### config.mk
export PLATFORM = sky130hd
export DESIGN_NAME = output_group_skew_control
export DESIGN_NICKNAME = d
export VERILOG_FILES = /design/src/hw/skew_pkg.sv /design/src/hw/output_group_skew_control.sv
export SDC_FILE = /design/constraint.sdc
export NUM_CORES = 1
export LEC_CHECK = 0
export BUFFER_PORTS_ARGS = -buffer_cell sky130_fd_sc_hd__buf_2
export CAP_MARGIN = 20
export CORE_MARGIN = 2
export CORE_UTILIZATION = 45
export CTS_BUF_LIST = sky130_fd_sc_hd__clkbuf_4
export DETAILED_ROUTE_END_ITERATION = 10
export GPL_ROUTABILITY_DRIVEN = 1
export PLACE_DENSITY_LB_ADDON = 0.3
export RECOVER_POWER = 100
export SLEW_MARGIN = 20
export SYNTH_ARGS = -nofsm -noshare
export SYNTH_HDL_FRONTEND = slang
export SYNTH_SLANG_ARGS = --single-unit
### constraint.sdc
create_clock -name core_clk -period 3.11 [get_ports core_clk]
set_input_delay 0.4665 -clock core_clk [delete_from_list [all_inputs] [get_ports core_clk]]
set_output_delay 0.4665 -clock core_clk [all_outputs]
set_load 0.005 [all_outputs]
### src/hw/skew_pkg.sv
// constants shared by the output group skew control block
package skew_pkg;
  localparam int NUM_BANKS   = 10;
  localparam int NUM_GROUPS  = 5;
  localparam int SMALL_GROUPS = 3;
  localparam int NUM_DIVS    = 4;
  localparam int SKEW_W      = 4;
  localparam int SKEW_STEPS  = 16;
  localparam int SRC_W       = 3;
  localparam int ADDR_W      = 8;
  localparam int DATA_W      = 32;
  localparam int SYNC_W      = 13;

  // source codes of one output group
  localparam logic [2:0] SRC_DIV_LAST = 3'h3;
  localparam logic [2:0] SRC_REF_A    = 3'h4;
  localparam logic [2:0] SRC_REF_B    = 3'h5;

  // register word addresses
  localparam logic [7:0] ADDR_CTRL    = 8'h00;
  localparam logic [7:0] ADDR_SRC     = 8'h01;
  localparam logic [7:0] ADDR_EN      = 8'h02;
  localparam logic [7:0] ADDR_STATUS  = 8'h03;
  localparam logic [7:0] ADDR_SKEW0   = 8'h10;

  // field positions
  localparam int CTRL_BYPASS  = 0;
  localparam int CTRL_COARSE  = 1;
  localparam int SKEW_PH_LSB  = 0;
  localparam int SKEW_TM_LSB  = 4;
  localparam int ST_BYPASS    = 0;
  localparam int ST_COARSE    = 1;
  localparam int ST_DIV_LSB   = 4;
  localparam int ST_OUT_LSB   = 8;

  // reset values
  localparam logic [1:0]  CTRL_RESET = 2'h0;
  localparam logic [14:0] SRC_RESET  = 15'h0000;
  localparam logic [9:0]  NV_EN_RESET = 10'h3FF;
endpackage

### src/hw/output_group_skew_control.sv
// output group source routing, per-output enable, phase and time skew
// Behaviour
// adjacent banks pair into groups, five for ten banks and three for six, sharing one routing connection.
// both outputs of a group always take the same single source, one divider or one reference.
// each output is enabled alone by stored configuration, user pins or bus commands.
// phase skew acts only on divider-sourced outputs while the PLL is active.
// time skew is available on every output whatever its source.
// each output has sixteen phase skew settings and sixteen time skew settings.
// each output, both of a group too, takes its own phase skew of zero to fifteen units.
// the phase unit is one eighth VCO period in fine mode and one quarter in coarse mode.
// coarse mode inserts a divide-by-two stage ahead of the whole divider bank.
// when going to coarse mode software moves feedback to the next lower divider.
// in bypass all phase skew is ignored, only time skew and path delay remain.
// time skew adds on top of the selected phase skew.
// the time skew step is fixed and independent of the VCO rate.
// bypass routes the reference into the dividers and disables lock detect and phase skew.
// dividers divide by 2, 4, 8, 16 in fine mode and 4, 8, 16, 32 in coarse mode.
// phase skew delays the divided clock by counted unit ticks from the VCO, halved in coarse mode.
//
// The register offsets and strobed register access are this design's own decisions.
`timescale 1ns/1ps
module output_group_skew_control #(
  parameter bit SMALL_VARIANT = 1'b0
) (
  input  wire logic        core_clk,
  input  wire logic        rst_n,
  input  wire logic [7:0]  addr,
  input  wire logic [31:0] wdata,
  input  wire logic        wr_stb,
  input  wire logic        rd_stb,
  output logic      [31:0] rdata,
  input  wire logic        ref_a,
  input  wire logic        ref_b,
  input  wire logic        user_bypass,
  input  wire logic [9:0]  user_en,
  output logic      [9:0]  clk_out,
  output logic             lock_detect_en
);

  // --- input synchronisers: three flops, accepted once stages two and three agree
  logic [12:0] sync1;
  logic [12:0] sync2;
  logic [12:0] sync3;
  logic [12:0] filt;
  logic [12:0] pins_raw;

  assign pins_raw = {user_bypass, user_en, ref_b, ref_a};

  always_ff @(posedge core_clk or negedge rst_n)
  begin
    if (!rst_n)
    begin
      sync1 <= '0;
      sync2 <= '0;
      sync3 <= '0;
      filt  <= '0;
    end
    else
    begin
      sync1 <= pins_raw;
      sync2 <= sync1;
      sync3 <= sync2;
      filt  <= ((sync2 ^ sync3) & filt) | (~(sync2 ^ sync3) & sync3);
    end
  end

  logic       ref_a_s;
  logic       ref_b_s;
  logic       bypass_pin_s;
  logic [9:0] en_pin_s;

  assign ref_a_s      = filt[0];
  assign ref_b_s      = filt[1];
  assign en_pin_s     = filt[11:2];
  assign bypass_pin_s = filt[12];

  // --- registers
  logic [1:0]  ctrl;
  logic [14:0] group_src;
  logic [9:0]  out_en;
  logic [3:0]  phase_set [skew_pkg::NUM_BANKS];
  logic [3:0]  time_set  [skew_pkg::NUM_BANKS];

  always_ff @(posedge core_clk or negedge rst_n)
  begin
    if (!rst_n)
    begin
      ctrl      <= skew_pkg::CTRL_RESET;
      group_src <= skew_pkg::SRC_RESET;
      out_en    <= skew_pkg::NV_EN_RESET;
    end
    else if (wr_stb)
    begin
      if (addr == skew_pkg::ADDR_CTRL)
        ctrl <= wdata[1:0];
      if (addr == skew_pkg::ADDR_SRC)
        group_src <= wdata[14:0]; // one code per group, so a group never mixes sources
      if (addr == skew_pkg::ADDR_EN)
        out_en <= wdata[9:0];
    end
  end

  always_ff @(posedge core_clk or negedge rst_n)
  begin
    if (!rst_n)
    begin
      for (int i = 0; i < skew_pkg::NUM_BANKS; i++)
      begin
        phase_set[i] <= '0;
        time_set[i]  <= '0;
      end
    end
    else if (wr_stb)
    begin
      for (int i = 0; i < skew_pkg::NUM_BANKS; i++)
      begin
        if (addr == skew_pkg::ADDR_SKEW0 + 8'(i))
        begin
          phase_set[i] <= wdata[skew_pkg::SKEW_PH_LSB +: skew_pkg::SKEW_W]; // own value per output
          time_set[i]  <= wdata[skew_pkg::SKEW_TM_LSB +: skew_pkg::SKEW_W];
        end
      end
    end
  end

  // --- mode
  logic bypass;
  logic coarse;

  assign bypass = ctrl[skew_pkg::CTRL_BYPASS] | bypass_pin_s; // register or user pin
  assign coarse = ctrl[skew_pkg::CTRL_COARSE];
  // lock detect is meaningless with the loop bypassed
  assign lock_detect_en = ~bypass;

  // --- divider bank input: core_clk stands in for the vco, the reference in bypass
  logic ref_sel_prev;
  logic ref_edge;
  logic feed_tick;
  logic half_phase;
  logic div_tick;
  logic unit_tick;
  logic [3:0] div_cnt;
  logic [3:0] div_clk;

  always_ff @(posedge core_clk or negedge rst_n)
  begin
    if (!rst_n)
      ref_sel_prev <= 1'b0;
    else
      ref_sel_prev <= ref_a_s;
  end

  assign ref_edge  = ref_a_s & ~ref_sel_prev;
  assign feed_tick = bypass ? ref_edge : 1'b1;

  always_ff @(posedge core_clk or negedge rst_n)
  begin
    if (!rst_n)
      half_phase <= 1'b0;
    else if (feed_tick)
      half_phase <= ~half_phase;
  end

  // coarse mode halves the rate before every divider; software must retune feedback
  assign div_tick  = feed_tick & (~coarse | half_phase);
  // phase unit: every vco tick in fine, every second in coarse, keeping the 1:2 ratio
  assign unit_tick = ~bypass & (~coarse | half_phase);

  always_ff @(posedge core_clk or negedge rst_n)
  begin
    if (!rst_n)
      div_cnt <= '0;
    else if (div_tick)
      div_cnt <= div_cnt + 4'h1;
  end

  // counter bit k toggles every 2^k ticks: divide by 2, 4, 8, 16 of the tick
  assign div_clk = div_cnt;

  // --- per output path
  logic [9:0] path_out;

  genvar gi;
  generate
    for (gi = 0; gi < skew_pkg::NUM_BANKS; gi++)
    begin : g_out
      localparam int GRP = gi / 2; // banks 2g and 2g+1 share group g
      logic [2:0]  src;
      logic        raw;
      logic        phase_ok;
      logic [15:0] ph_line;
      logic [15:0] tm_line;
      logic        ph_out;
      logic        tm_out;
      logic        present;

      assign src = group_src[GRP * skew_pkg::SRC_W +: skew_pkg::SRC_W];
      assign raw = (src <= skew_pkg::SRC_DIV_LAST) ? div_clk[src[1:0]] :
                   (src == skew_pkg::SRC_REF_A) ? ref_a_s :
                   (src == skew_pkg::SRC_REF_B) ? ref_b_s : 1'b0;
      // phase skew only for divider sources with the loop active
      assign phase_ok = (src <= skew_pkg::SRC_DIV_LAST) & ~bypass;

      always_ff @(posedge core_clk or negedge rst_n)
      begin
        if (!rst_n)
          ph_line <= '0;
        else if (unit_tick)
          ph_line <= {ph_line[14:0], raw};
      end

      // zero to fifteen unit delays
      assign ph_out = (!phase_ok || phase_set[gi] == 4'h0) ? raw : ph_line[phase_set[gi] - 4'h1];

      // delay line counted in core cycles, so the step ignores the vco rate
      always_ff @(posedge core_clk or negedge rst_n)
      begin
        if (!rst_n)
          tm_line <= '0;
        else
          tm_line <= {tm_line[14:0], ph_out}; // fed after phase skew
      end

      assign tm_out = (time_set[gi] == 4'h0) ? ph_out : tm_line[time_set[gi] - 4'h1]; // every source

      // the six-bank variant has only three groups
      assign present = !SMALL_VARIANT || (GRP < skew_pkg::SMALL_GROUPS);

      always_ff @(posedge core_clk or negedge rst_n)
      begin
        if (!rst_n)
          path_out[gi] <= 1'b0;
        else
          path_out[gi] <= tm_out & out_en[gi] & en_pin_s[gi] & present;
      end
    end
  endgenerate

  assign clk_out = path_out;

  // --- read port, data one cycle after the strobe; unmapped reads zero
  logic [31:0] next_rdata;

  always_comb
  begin
    next_rdata = '0;
    if (addr == skew_pkg::ADDR_CTRL)
      next_rdata[1:0] = ctrl;
    else if (addr == skew_pkg::ADDR_SRC)
      next_rdata[14:0] = group_src;
    else if (addr == skew_pkg::ADDR_EN)
      next_rdata[9:0] = out_en;
    else if (addr == skew_pkg::ADDR_STATUS)
    begin
      next_rdata[skew_pkg::ST_BYPASS] = bypass;
      next_rdata[skew_pkg::ST_COARSE] = coarse;
      next_rdata[skew_pkg::ST_DIV_LSB +: skew_pkg::NUM_DIVS] = div_clk;
      next_rdata[skew_pkg::ST_OUT_LSB +: skew_pkg::NUM_BANKS] = path_out;
    end
    else
    begin
      for (int i = 0; i < skew_pkg::NUM_BANKS; i++)
      begin
        if (addr == skew_pkg::ADDR_SKEW0 + 8'(i))
          next_rdata[7:0] = {time_set[i], phase_set[i]};
      end
    end
  end

  always_ff @(posedge core_clk or negedge rst_n)
  begin
    if (!rst_n)
      rdata <= '0;
    else if (rd_stb)
      rdata <= next_rdata;
    else
      rdata <= '0;
  end

endmodule

* Yosys cells after proc, flatten, opt, wreduce, memory -nomap -nowiden
Index checks and enable logic that the tools add are counted.
Cells by class: add/subtract/negate cells 21, reductions and logical operators 49, magnitude comparators 30, muxes and demuxes 107, equal/unequal tests 23, bitwise logic cells 39
Operators by type and width (count):
- < comparator 4 x 5 -> 1 bit, second input constant | 20
- two-way mux 8 bit | 11
- binary-select mux 1 bit (select 4 bit) | 20
- == test 8 x 5 -> 1 bit, second input constant | 10
- zero test 4 bit | 20
- subtractor 4 x 1 -> 4 bit, second input constant | 20
- two-way mux 1 bit | 61
- == test 3 bit, second input constant | 10
- AND 1 bit | 28
- AND 13 bit | 2
- AND reduction 2 bit | 13
- two-way mux 10 bit | 2
- two-way mux 18 bit | 1
- == test 8 x 2 -> 1 bit, second input constant | 2
- two-way mux 16 bit | 1
- less-or-equal comparator 3 x 2 -> 1 bit, second input constant | 5
- < comparator 2 x 3 -> 1 bit, second input constant | 5
- two-way mux 15 bit | 1
- inverter 13 bit | 1
- OR 13 bit | 1
- bitwise XOR 13 bit | 1
- binary-select mux 1 bit (select 2 bit) | 5
- logical OR 1 bit | 10
- == test 8 x 1 -> 1 bit, second input constant | 1
- other kinds (8) | 18
Storage, ports and cells: register bits after elaboration 527, input bits 57, logic and storage cells 330, output and inout port bits 43

* Logic depth before layout (Yosys ltp)
Gate-level depths: netlist of the first run.
word-level depth 16, gate-level depth with buffers 8, mapped depth without buffers 7

* Worst setup path after synthesis of the first run
No wires, ideal clock.
kind reg-to-reg, from reg time_set[0] (netlist name), to reg path_out[9] (netlist: clk_out[9]), period minus slack after synthesis 2.269 ns, setup slack 0.841 ns, setup time 0.120 ns, data required time 2.990 ns, cell stages (with the launch flop) 8, path buffers 1, arrival 2.148 ns, cells stage by stage dfrtp_1 clkbuf_1 inv_1 ha_1 mux4_2 mux4_2 and4b_1 a41o_1
Between the ends: cells in the longest elaborated chain, start to end 6, elaborated cells between the ends (all ways) 7, classes of those cells 1 x add/sub; 3 x mux; 2 x bitwise; 1 x reduce/logical
Ends and longest elaborated chain:
- start, declared | RTL line output_group_skew_control.sv:82 | logic [3:0] time_set [skew_pkg::NUM_BANKS];
- start signal, assigned by index | RTL line output_group_skew_control.sv:120 | time_set[i] <= wdata[skew_pkg::SKEW_TM_LSB +: skew_pkg::SKEW_W];
- subtractor 4 x 1 -> 4 bit | RTL line output_group_skew_control.sv:224 | assign tm_out = (time_set[gi] == 4'h0) ? ph_out : tm_line[time_set[gi] - 4'h1];
- binary-select mux 1 bit (select 4 bit) | RTL line output_group_skew_control.sv:224
- two-way mux 1 bit (implied by the code) | RTL line output_group_skew_control.sv:224
- two-way mux 1 bit (*) | RTL line output_group_skew_control.sv:224
- AND 1 bit (*) (2 in series) | RTL line output_group_skew_control.sv:234 | path_out[gi] <= tm_out & out_en[gi] & en_pin_s[gi] & present;
- end signal, assigned by index | RTL line output_group_skew_control.sv:234
- end, declared | RTL line output_group_skew_control.sv:181 | logic [9:0] path_out;
Every way passes the cells marked *; elsewhere a longest branch is shown, timed or not. The select of a mux whose other input is x is not followed. A chain may end at the register's enable or synchronous reset.

* Final worst setup path of the first run
from in addr[4], to reg phase_set[12] (netlist name)
Between the ends: cells in the longest elaborated chain, start to end 2
Ends and longest elaborated chain:
- start, declared | RTL line output_group_skew_control.sv:27 | input wire logic [7:0] addr,
- == test 8 x 5 -> 1 bit | RTL line output_group_skew_control.sv:117 | if (addr == skew_pkg::ADDR_SKEW0 + 8'(i))
- AND reduction 2 bit (no source line)
- end signal, assigned by index | RTL line output_group_skew_control.sv:119 | phase_set[i] <= wdata[skew_pkg::SKEW_PH_LSB +: skew_pkg::SKEW_W];
- end, declared | RTL line output_group_skew_control.sv:81 | logic [3:0] phase_set [skew_pkg::NUM_BANKS];
No other way between the ends.

==> summary.txt, run 1 <==
Outcome
  • Status: finished, violations left
  • Failing checks: antenna violations, max-capacitance violations, max-slew violations

Worst hold path
  • Hold crit path type: in -> reg

Synth
  • Mapped Cells: 1,223
  • Library cells used by synthesis: 65
  • Top cell type's share of synthesized area: 56.2%
  • Top post-synthesis cells by area: dfrtp_1 (56%), mux4_2 (14%), mux2_1 (5.9%)
  • Register area share after synthesis: 57.6%
  • Ys async rst share: 100%
  • Flops & latches, synth: about 430
  • Ys Warns: 0
  • Most frequent cells after synthesis: dfrtp_1 (423), mux4_2 (113), mux2_1 (99), mux2_2 (98), inv_1 (53)
  • Mapped Area: 18,800 um^2
  • Count leader, synth: dfrtp_1
  • Top FF cell, synth: dfrtp_1
  • Syn Area/Cell: 15.4 um^2
  • Number of synthesized flops with an enable pin: 0
  • Synth area leader: dfrtp_1

Route
  • # DRC: 0
  • Total Wirelength: 40.6 mm
  • Drt initial violations: 725
  • Post-DRT Antenna Nets: 1
  • Routed vias: roughly 11,000
  • DR pass1 iterations: 5
  • Via density: between 5 and 6
  • Routed length per instance: ~20 um

Job
  • Number of max-cap violations: 2

Clock tree
  • CTS root buf: clkbuf_4
  • CTS clock-pin slew for the worst setup and hold paths: ~0.06 ns
  • Longest Clk Path Bufs: 3
  • H-Tree Depth: 3
  • Post CTS Setup Buffer Count: 0
  • Cts bufs inserted: approximately 110
  • CTS Sinks: 433
  • Clock latency on the worst-skew pair: 0.86 ns
  • TritonCTS clock tree: yes

GRT
  • First-pass GRT wire length: approximately 65 mm
  • Vias in the first global route: between 10,000 and 15,000
  • Initial antenna violation count: 3
  • Gr usage total: between 10% and 20%
  • Total grt overflow: 0
  • Largest net degree at the start of global routing: 85

Pwr
  • Clock group share of total power: between 30% and 40%
  • Internal power: 12.1 mW
  • Sw Ratio: a little over a quarter
  • Switching pwr: around 4.6 mW
  • PwrDens: 776 nW/um^2
  • Leak: between 9 and 10 nW
  • Combinational Power Share: 18.0%
  • Total power: between 15 and 20 mW
  • Sequential share of power: 51.5%
  • VDD IR max: 317 uV

Floorplan
  • DIE WIDTH: 209 um
  • Die area: 43,500 um^2
  • # rows: 74
  • Top-level I/O count: 100
  • Core area: 41,100 um^2
  • Die Y-Extent: between 200 and 250 um
  • Initial Util: 45.8%

STA
  • Min Tclk post-route: 2.78 ns
  • Slew headroom: -34.4%
  • RSZ-0062 raised after global routing: false
  • TNS Setup: 0 ns
  • Final hold viol count: 0
  • Slew Limit Fails: 99
  • Fin crit share: 89.3%
  • Min Hold Slack: 0.0796 ns
  • Clock skew: 0.0707 ns
  • Setup WS post-layout: around 0.33 ns
  • Max frequency: 0.360 GHz
  • Worst Tran Pin Value: slightly above 2 ns
  • # setup viols final: 0

Worst setup path
  • CP endpoint kind: flip-flop
  • WP data required: 3.84 ns
  • CP Max Fanout: 10
  • Arr. time, crit path: between 3 and 4 ns
  • Launching element type of the critical path: primary input
  • Setup CP Type: in -> reg

Finish
  • Layout Nets: 1,467
  • Layout cells sized above 1: 33.8%
  • Fin area: 21,400 um^2
  • Area growth syn-to-layout: 13.8%

Place
  • RePlAce Congestion: slightly above 0.9
  • Area after DPL: just under 20,000 um^2
  • Pre-CTS setup slack: about 0.45 ns
  • HPWL Detailed: 28.3 mm
  • IO buf count: 68
cell usage in the layout, fill, tap and decap left out, drive strengths merged, types with 13 or more instances in the layout:
master	n
inv	54
dfrtp	423
buf	64
dlygate4sd3	25
nor2	42
xnor2	17
a211oi	13
mux2	197
xor2	27
conb	14
o21ai	18
nor3	25
mux2i	29
clkbuf	213
nand2	22
ha	21
mux4	113
maj3	13
what timing repair did:
action / CTS / global route
hold buffers: 25 / 0
hold endpoints to repair: 107 / 0
resized for setup: 0 / 0
critical path, cell delays in order:
cell and delay, ns:
dlygate4sd3_1 0.52, clkbuf_1 0.19, or4b_1 0.66, nor2_1 0.36, nand3_1 0.29, nor2_1 0.62
mux2_1 0.38
cells by family after synthesis:
logic type / synth area share (%)
AOI/OAI and AO/OA: 3.80
xor gates and xnor gates: 2.05
adders and majority gates: 2.09
buffers and inverters: 2.96
DFF: 57.6
muxes: 26.8
other: 0.0199
and+or+nand+nor: 4.64
per-layer routing:
layer | vias to the layer above | wire, um | track usage, %
met2 | 268 | 19000 | 29.8
met3 | 84 | 2050 | 4.81
met5 | - | 7 | 0
met4 | 2 | 1100 | 7.81
li1 | 4926 | - | -
met1 | 5774 | 18400 | 26.8
power by group through the flow:
stage	clock [mW]	combinational (mW)	sequential, mW
after floorplan	0	2.41	8.17
after global placement	0	2.93	8.54
after detailed placement	0	2.99	8.68
after CTS	5.26	3.03	8.59
after global routing	5.57	3.25	8.84
final	5.07	3.00	8.56
metrics by stage:
step	cells	util (%)
2_1_floorplan	1236	-
3_3_place_gp	1782	48.0
3_5_place_dp	1782	48.0
4_1_cts	2010	52.3
5_1_grt	2014	52.1
6_report	2019	52.2
area by class of cell:
| class | instances | area, um^2 |
|---|---|---|
| fillers | 3496 | 19700 |
| flip-flops and latches | 433 | 10800 |
| multi-input cells | 676 | 7440 |
| clock buffers | 189 | 1420 |
| repair buffers | 113 | 748 |
| well taps | 532 | 666 |
| inverters | 53 | 199 |
| clock inverters | 14 | 100 |
| diodes | 9 | 22.5 |
path summary, 6_finish.rpt:
path,startpoint,to,slack [ns],cells after the start
worst min register to register,sync1[9],sync2[9],0.34,0
worst min-delay path,wdata[7],time_set[23],0.08,2
min in group asynchronous,rst_n,sync2[7],0.73,2
worst max-delay path,addr[4],phase_set[12],0.33,7
max in group asynchronous,rst_n,g_out[2].tm_line[5],0.76,3
worst max register to register,phase_set[36],clk_out[0],0.45,6
state kept, by name, indices dropped and copies added (netlist names), named ones only:
name           count
g_out.tm_line    160
g_out.ph_line     80
phase_set         40
time_set          40
rdata             18
group_src         15
sync1             13
sync2             13
sync3             13
clk_out           10
out_en            10
div_clk            4
ctrl               2
half_phase         1
ref_sel_prev       1
Note: power is estimated with default switching activity, not from simulation.
==> run 2, diff against run 1 <==
==> constraint.sdc (replaced) <==
create_clock -name core_clk -period 2.75 [get_ports core_clk]
set_input_delay 0.4125 -clock core_clk [delete_from_list [all_inputs] [get_ports core_clk]]
set_output_delay 0.4125 -clock core_clk [all_outputs]
set_load 0.005 [all_outputs]
==> run 2 against run 1 <==
- the flow finishes with violations (max-capacitance violations, max-slew violations)
- count of clock-buffer cells in the layout is 11 lower
- via count up 0.15%
- sequential share of layout area shrank 0.47 points
- total power rose by 15%
- non-clock buffer count up 31
- critical path type is now reg -> out
- largest cell class unchanged
==> summary.txt, run 2 (synthesis gave the netlist of run 1 again) <==
Clock tree
  • Clock latency on the worst-skew pair: 0.81 ns (was 0.86 ns)
  • CTS Sinks: 433 (unchanged)
  • Longest Clk Path Bufs: 3 (unchanged)
  • CTS clock-pin slew for the worst setup and hold paths: 0.06 ns (about the same)
  • Cts bufs inserted: 112 (unchanged)
  • TritonCTS clock tree: yes (unchanged)
  • H-Tree Depth: 3 (unchanged)
  • Post CTS Setup Buffer Count: 0 (unchanged)
  • CTS root buf: clkbuf_4 (unchanged)

Floorplan
  • Top-level I/O count: 100 (unchanged)
  • # rows: 74 (unchanged)
  • DIE WIDTH: 209 um (unchanged)
  • Core area: 41,100 um^2 (unchanged)
  • Initial Util: 45.8% (unchanged)
  • Die area: 43,500 um^2 (unchanged)
  • Die Y-Extent: 209 um (unchanged)

STA
  • TNS Setup: 0 ns (unchanged)
  • Max frequency: 0.397 GHz
  • # setup viols final: 0 (unchanged)
  • Final hold viol count: 0 (unchanged)
  • Slew headroom: -32.0% (was -34.4%)
  • Min Tclk post-route: 2.52 ns
  • Clock skew: 0.0545 ns (was 0.0707 ns)
  • RSZ-0062 raised after global routing: false (unchanged)
  • Setup WS post-layout: 0.231 ns (was 0.334 ns)
  • Fin crit share: 91.6%
  • Worst Tran Pin Value: 1.98 ns (was 2.02 ns)
  • Slew Limit Fails: 67 (was 99)

GRT
  • First-pass GRT wire length: 66.2 mm (was 65.4 mm)
  • Largest net degree at the start of global routing: 72 (was 85)
  • Total grt overflow: 0 (unchanged)
  • Vias in the first global route: 11,800 (was 11,700)
  • Initial antenna violation count: 2 (was 3)
  • Gr usage total: 19.6% (was 19.4%)

Place
  • Pre-CTS setup slack: 0.268 ns (was 0.451 ns)
  • IO buf count: 68 (unchanged)
  • HPWL Detailed: 28.7 mm (was 28.3 mm)
  • Placed Instances: 1,814 (was 1,782)
  • RePlAce Congestion: 0.871 (was 0.915)
  • Area after DPL: 20,000 um^2 (was 19,700 um^2)

Route
  • DR pass1 iterations: 5 (unchanged)
  • Drt initial violations: 746 (was 725)
  • Post-DRT Antenna Nets: 0 (was 1)
  • Routed vias: 11,100 (about the same)
  • Routed length per instance: 20.1 um (about the same)
  • # DRC: 0 (unchanged)
  • Via density: 5.43 (was 5.47)
  • Total Wirelength: 41.0 mm (was 40.6 mm)

Finish
  • Most common cell after layout, fill and taps aside: dfrtp_1 (unchanged)
  • Most frequent cells in the layout: dfrtp_1 (423), clkbuf_4 (179), mux4_2 (113), mux2_1 (99), mux2_2 (98) (was dfrtp_1 (423), clkbuf_4 (190), mux4_2 (113), mux2_1 (99), mux2_2 (98))
  • Area growth syn-to-layout: 14.9% (was 13.8%)
  • Largest regs: g_out.tm_line x160, g_out.ph_line x80 (unchanged)
  • Fillers: 3,495 (was 3,496)
  • Fin cells: 2,037 (was 2,019)
  • Max FFs per register: 160 (unchanged)
  • Reg with most FFs: g_out.tm_line (unchanged)
  • Fin area: 21,600 um^2 (was 21,400 um^2)
  • Layout Nets: 1,498 (was 1,467)
  • Layout cells sized above 1: 33.9% (was 33.8%)

Worst setup path
  • WP data required: 2.34 ns (was 3.84 ns)
  • CP Max Fanout: 12 (was 10)
  • CP endpoint kind: output port (was flip-flop)
  • Worst r2r path cells: 5 (was 6)
  • Arr. time, crit path: 2.11 ns (was 3.50 ns)
  • Setup CP Type: reg -> out (was in -> reg)
  • Launching element type of the critical path: flip-flop (was primary input)

Worst hold path
  • HP Start: wdata[5] (was wdata[7])
  • Hold Path Depth: 2 (unchanged)
  • Hold crit path type: in -> reg (unchanged)

Pwr
  • PwrDens: 880 nW/um^2 (was 776 nW/um^2)
  • VDD IR max: 335 uV (was 317 uV)
  • Leak: 9.67 nW (was 9.55 nW)

Outcome
  • Failing checks: max-capacitance violations, max-slew violations (was antenna violations, max-capacitance violations, max-slew violations)
  • Status: finished, violations left (unchanged)

Job
  • Number of max-cap violations: 1 (was 2)
==> run 2: cell types whose count changed in the layout (fill, tap and decap cells not counted), sizes merged <==
cell,delta
buf,+23
clkinvlp,+1
bufinv,+4
diode,-7
clkbuf,-2
dlygate4sd3,-1
==> run 2: critical path, cell delays in order (launching register included) <==
cell and delay [ns]:
dfrtp_1 0.43, or2_2 0.46, inv_1 0.21, clkbuf_1 0.21
==> run 2: worst paths after layout <==
path	to	slack [ns]
min	time_set[13]	0.07
min in group asynchronous	sync1[7]	0.73
min reg2reg	g_out[1].tm_line[15]	0.33
max reg2reg	g_out[2].ph_line[6]	0.35
max in group asynchronous	sync3[2]	0.51
max	lock_detect_en	0.23
==> run 2: power by group <==
group	switching (mW)	internal [mW]	leakage (nW)
combinational	1.30	2.17	3.41
sequential	1.30	8.33	5.35
clock	2.56	3.37	0.915
total	5.17	13.9	9.67
==> run 2: routing by layer <==
layer  part of all wire [%]  track usage [%]  wire length [um]  up-vias
met1                     44             26.6             18100     5737
met3                    5.4             4.60              2230       75
li1                       -                -                 -     4979
met2                     47             30.6             19500      278
met4                    3.0             8.33              1230        2
met5                  0.029                0                12        -
==> run 2: area by class of cell <==
cell class	count	area, um^2	share of cell area (%)
diodes	2	5.00	0.0231
clock buffers	178	1340	6.17
clock inverters	19	213	0.983
inverters	53	199	0.919
multi-input cells	676	7420	34.3
flip-flops and latches	433	10800	50.1
well taps	532	666	3.08
repair buffers	144	960	4.43
==> run 2: repair_timing <==
item | CTS | global route
gates resized for setup | 0 | 0
hold endpoints to repair | 120 | 0
hold buffers | 24 | 0
==> run 2: metrics by stage <==
| stage | power [mW] | util [%] | hold slack, ns |
|---|---|---|---|
| 6_report | 19.0 | 52.6 | 0.0726 |
| 5_1_grt | 20.2 | 52.6 | 0.0379 |
| 4_1_cts | 19.3 | 53.0 | 0.00129 |
| 3_5_place_dp | 13.3 | 48.7 | 0.336 |
| 3_3_place_gp | 13.0 | 48.7 | 0.333 |
| 2_1_floorplan | 12.0 | - | 0.117 |
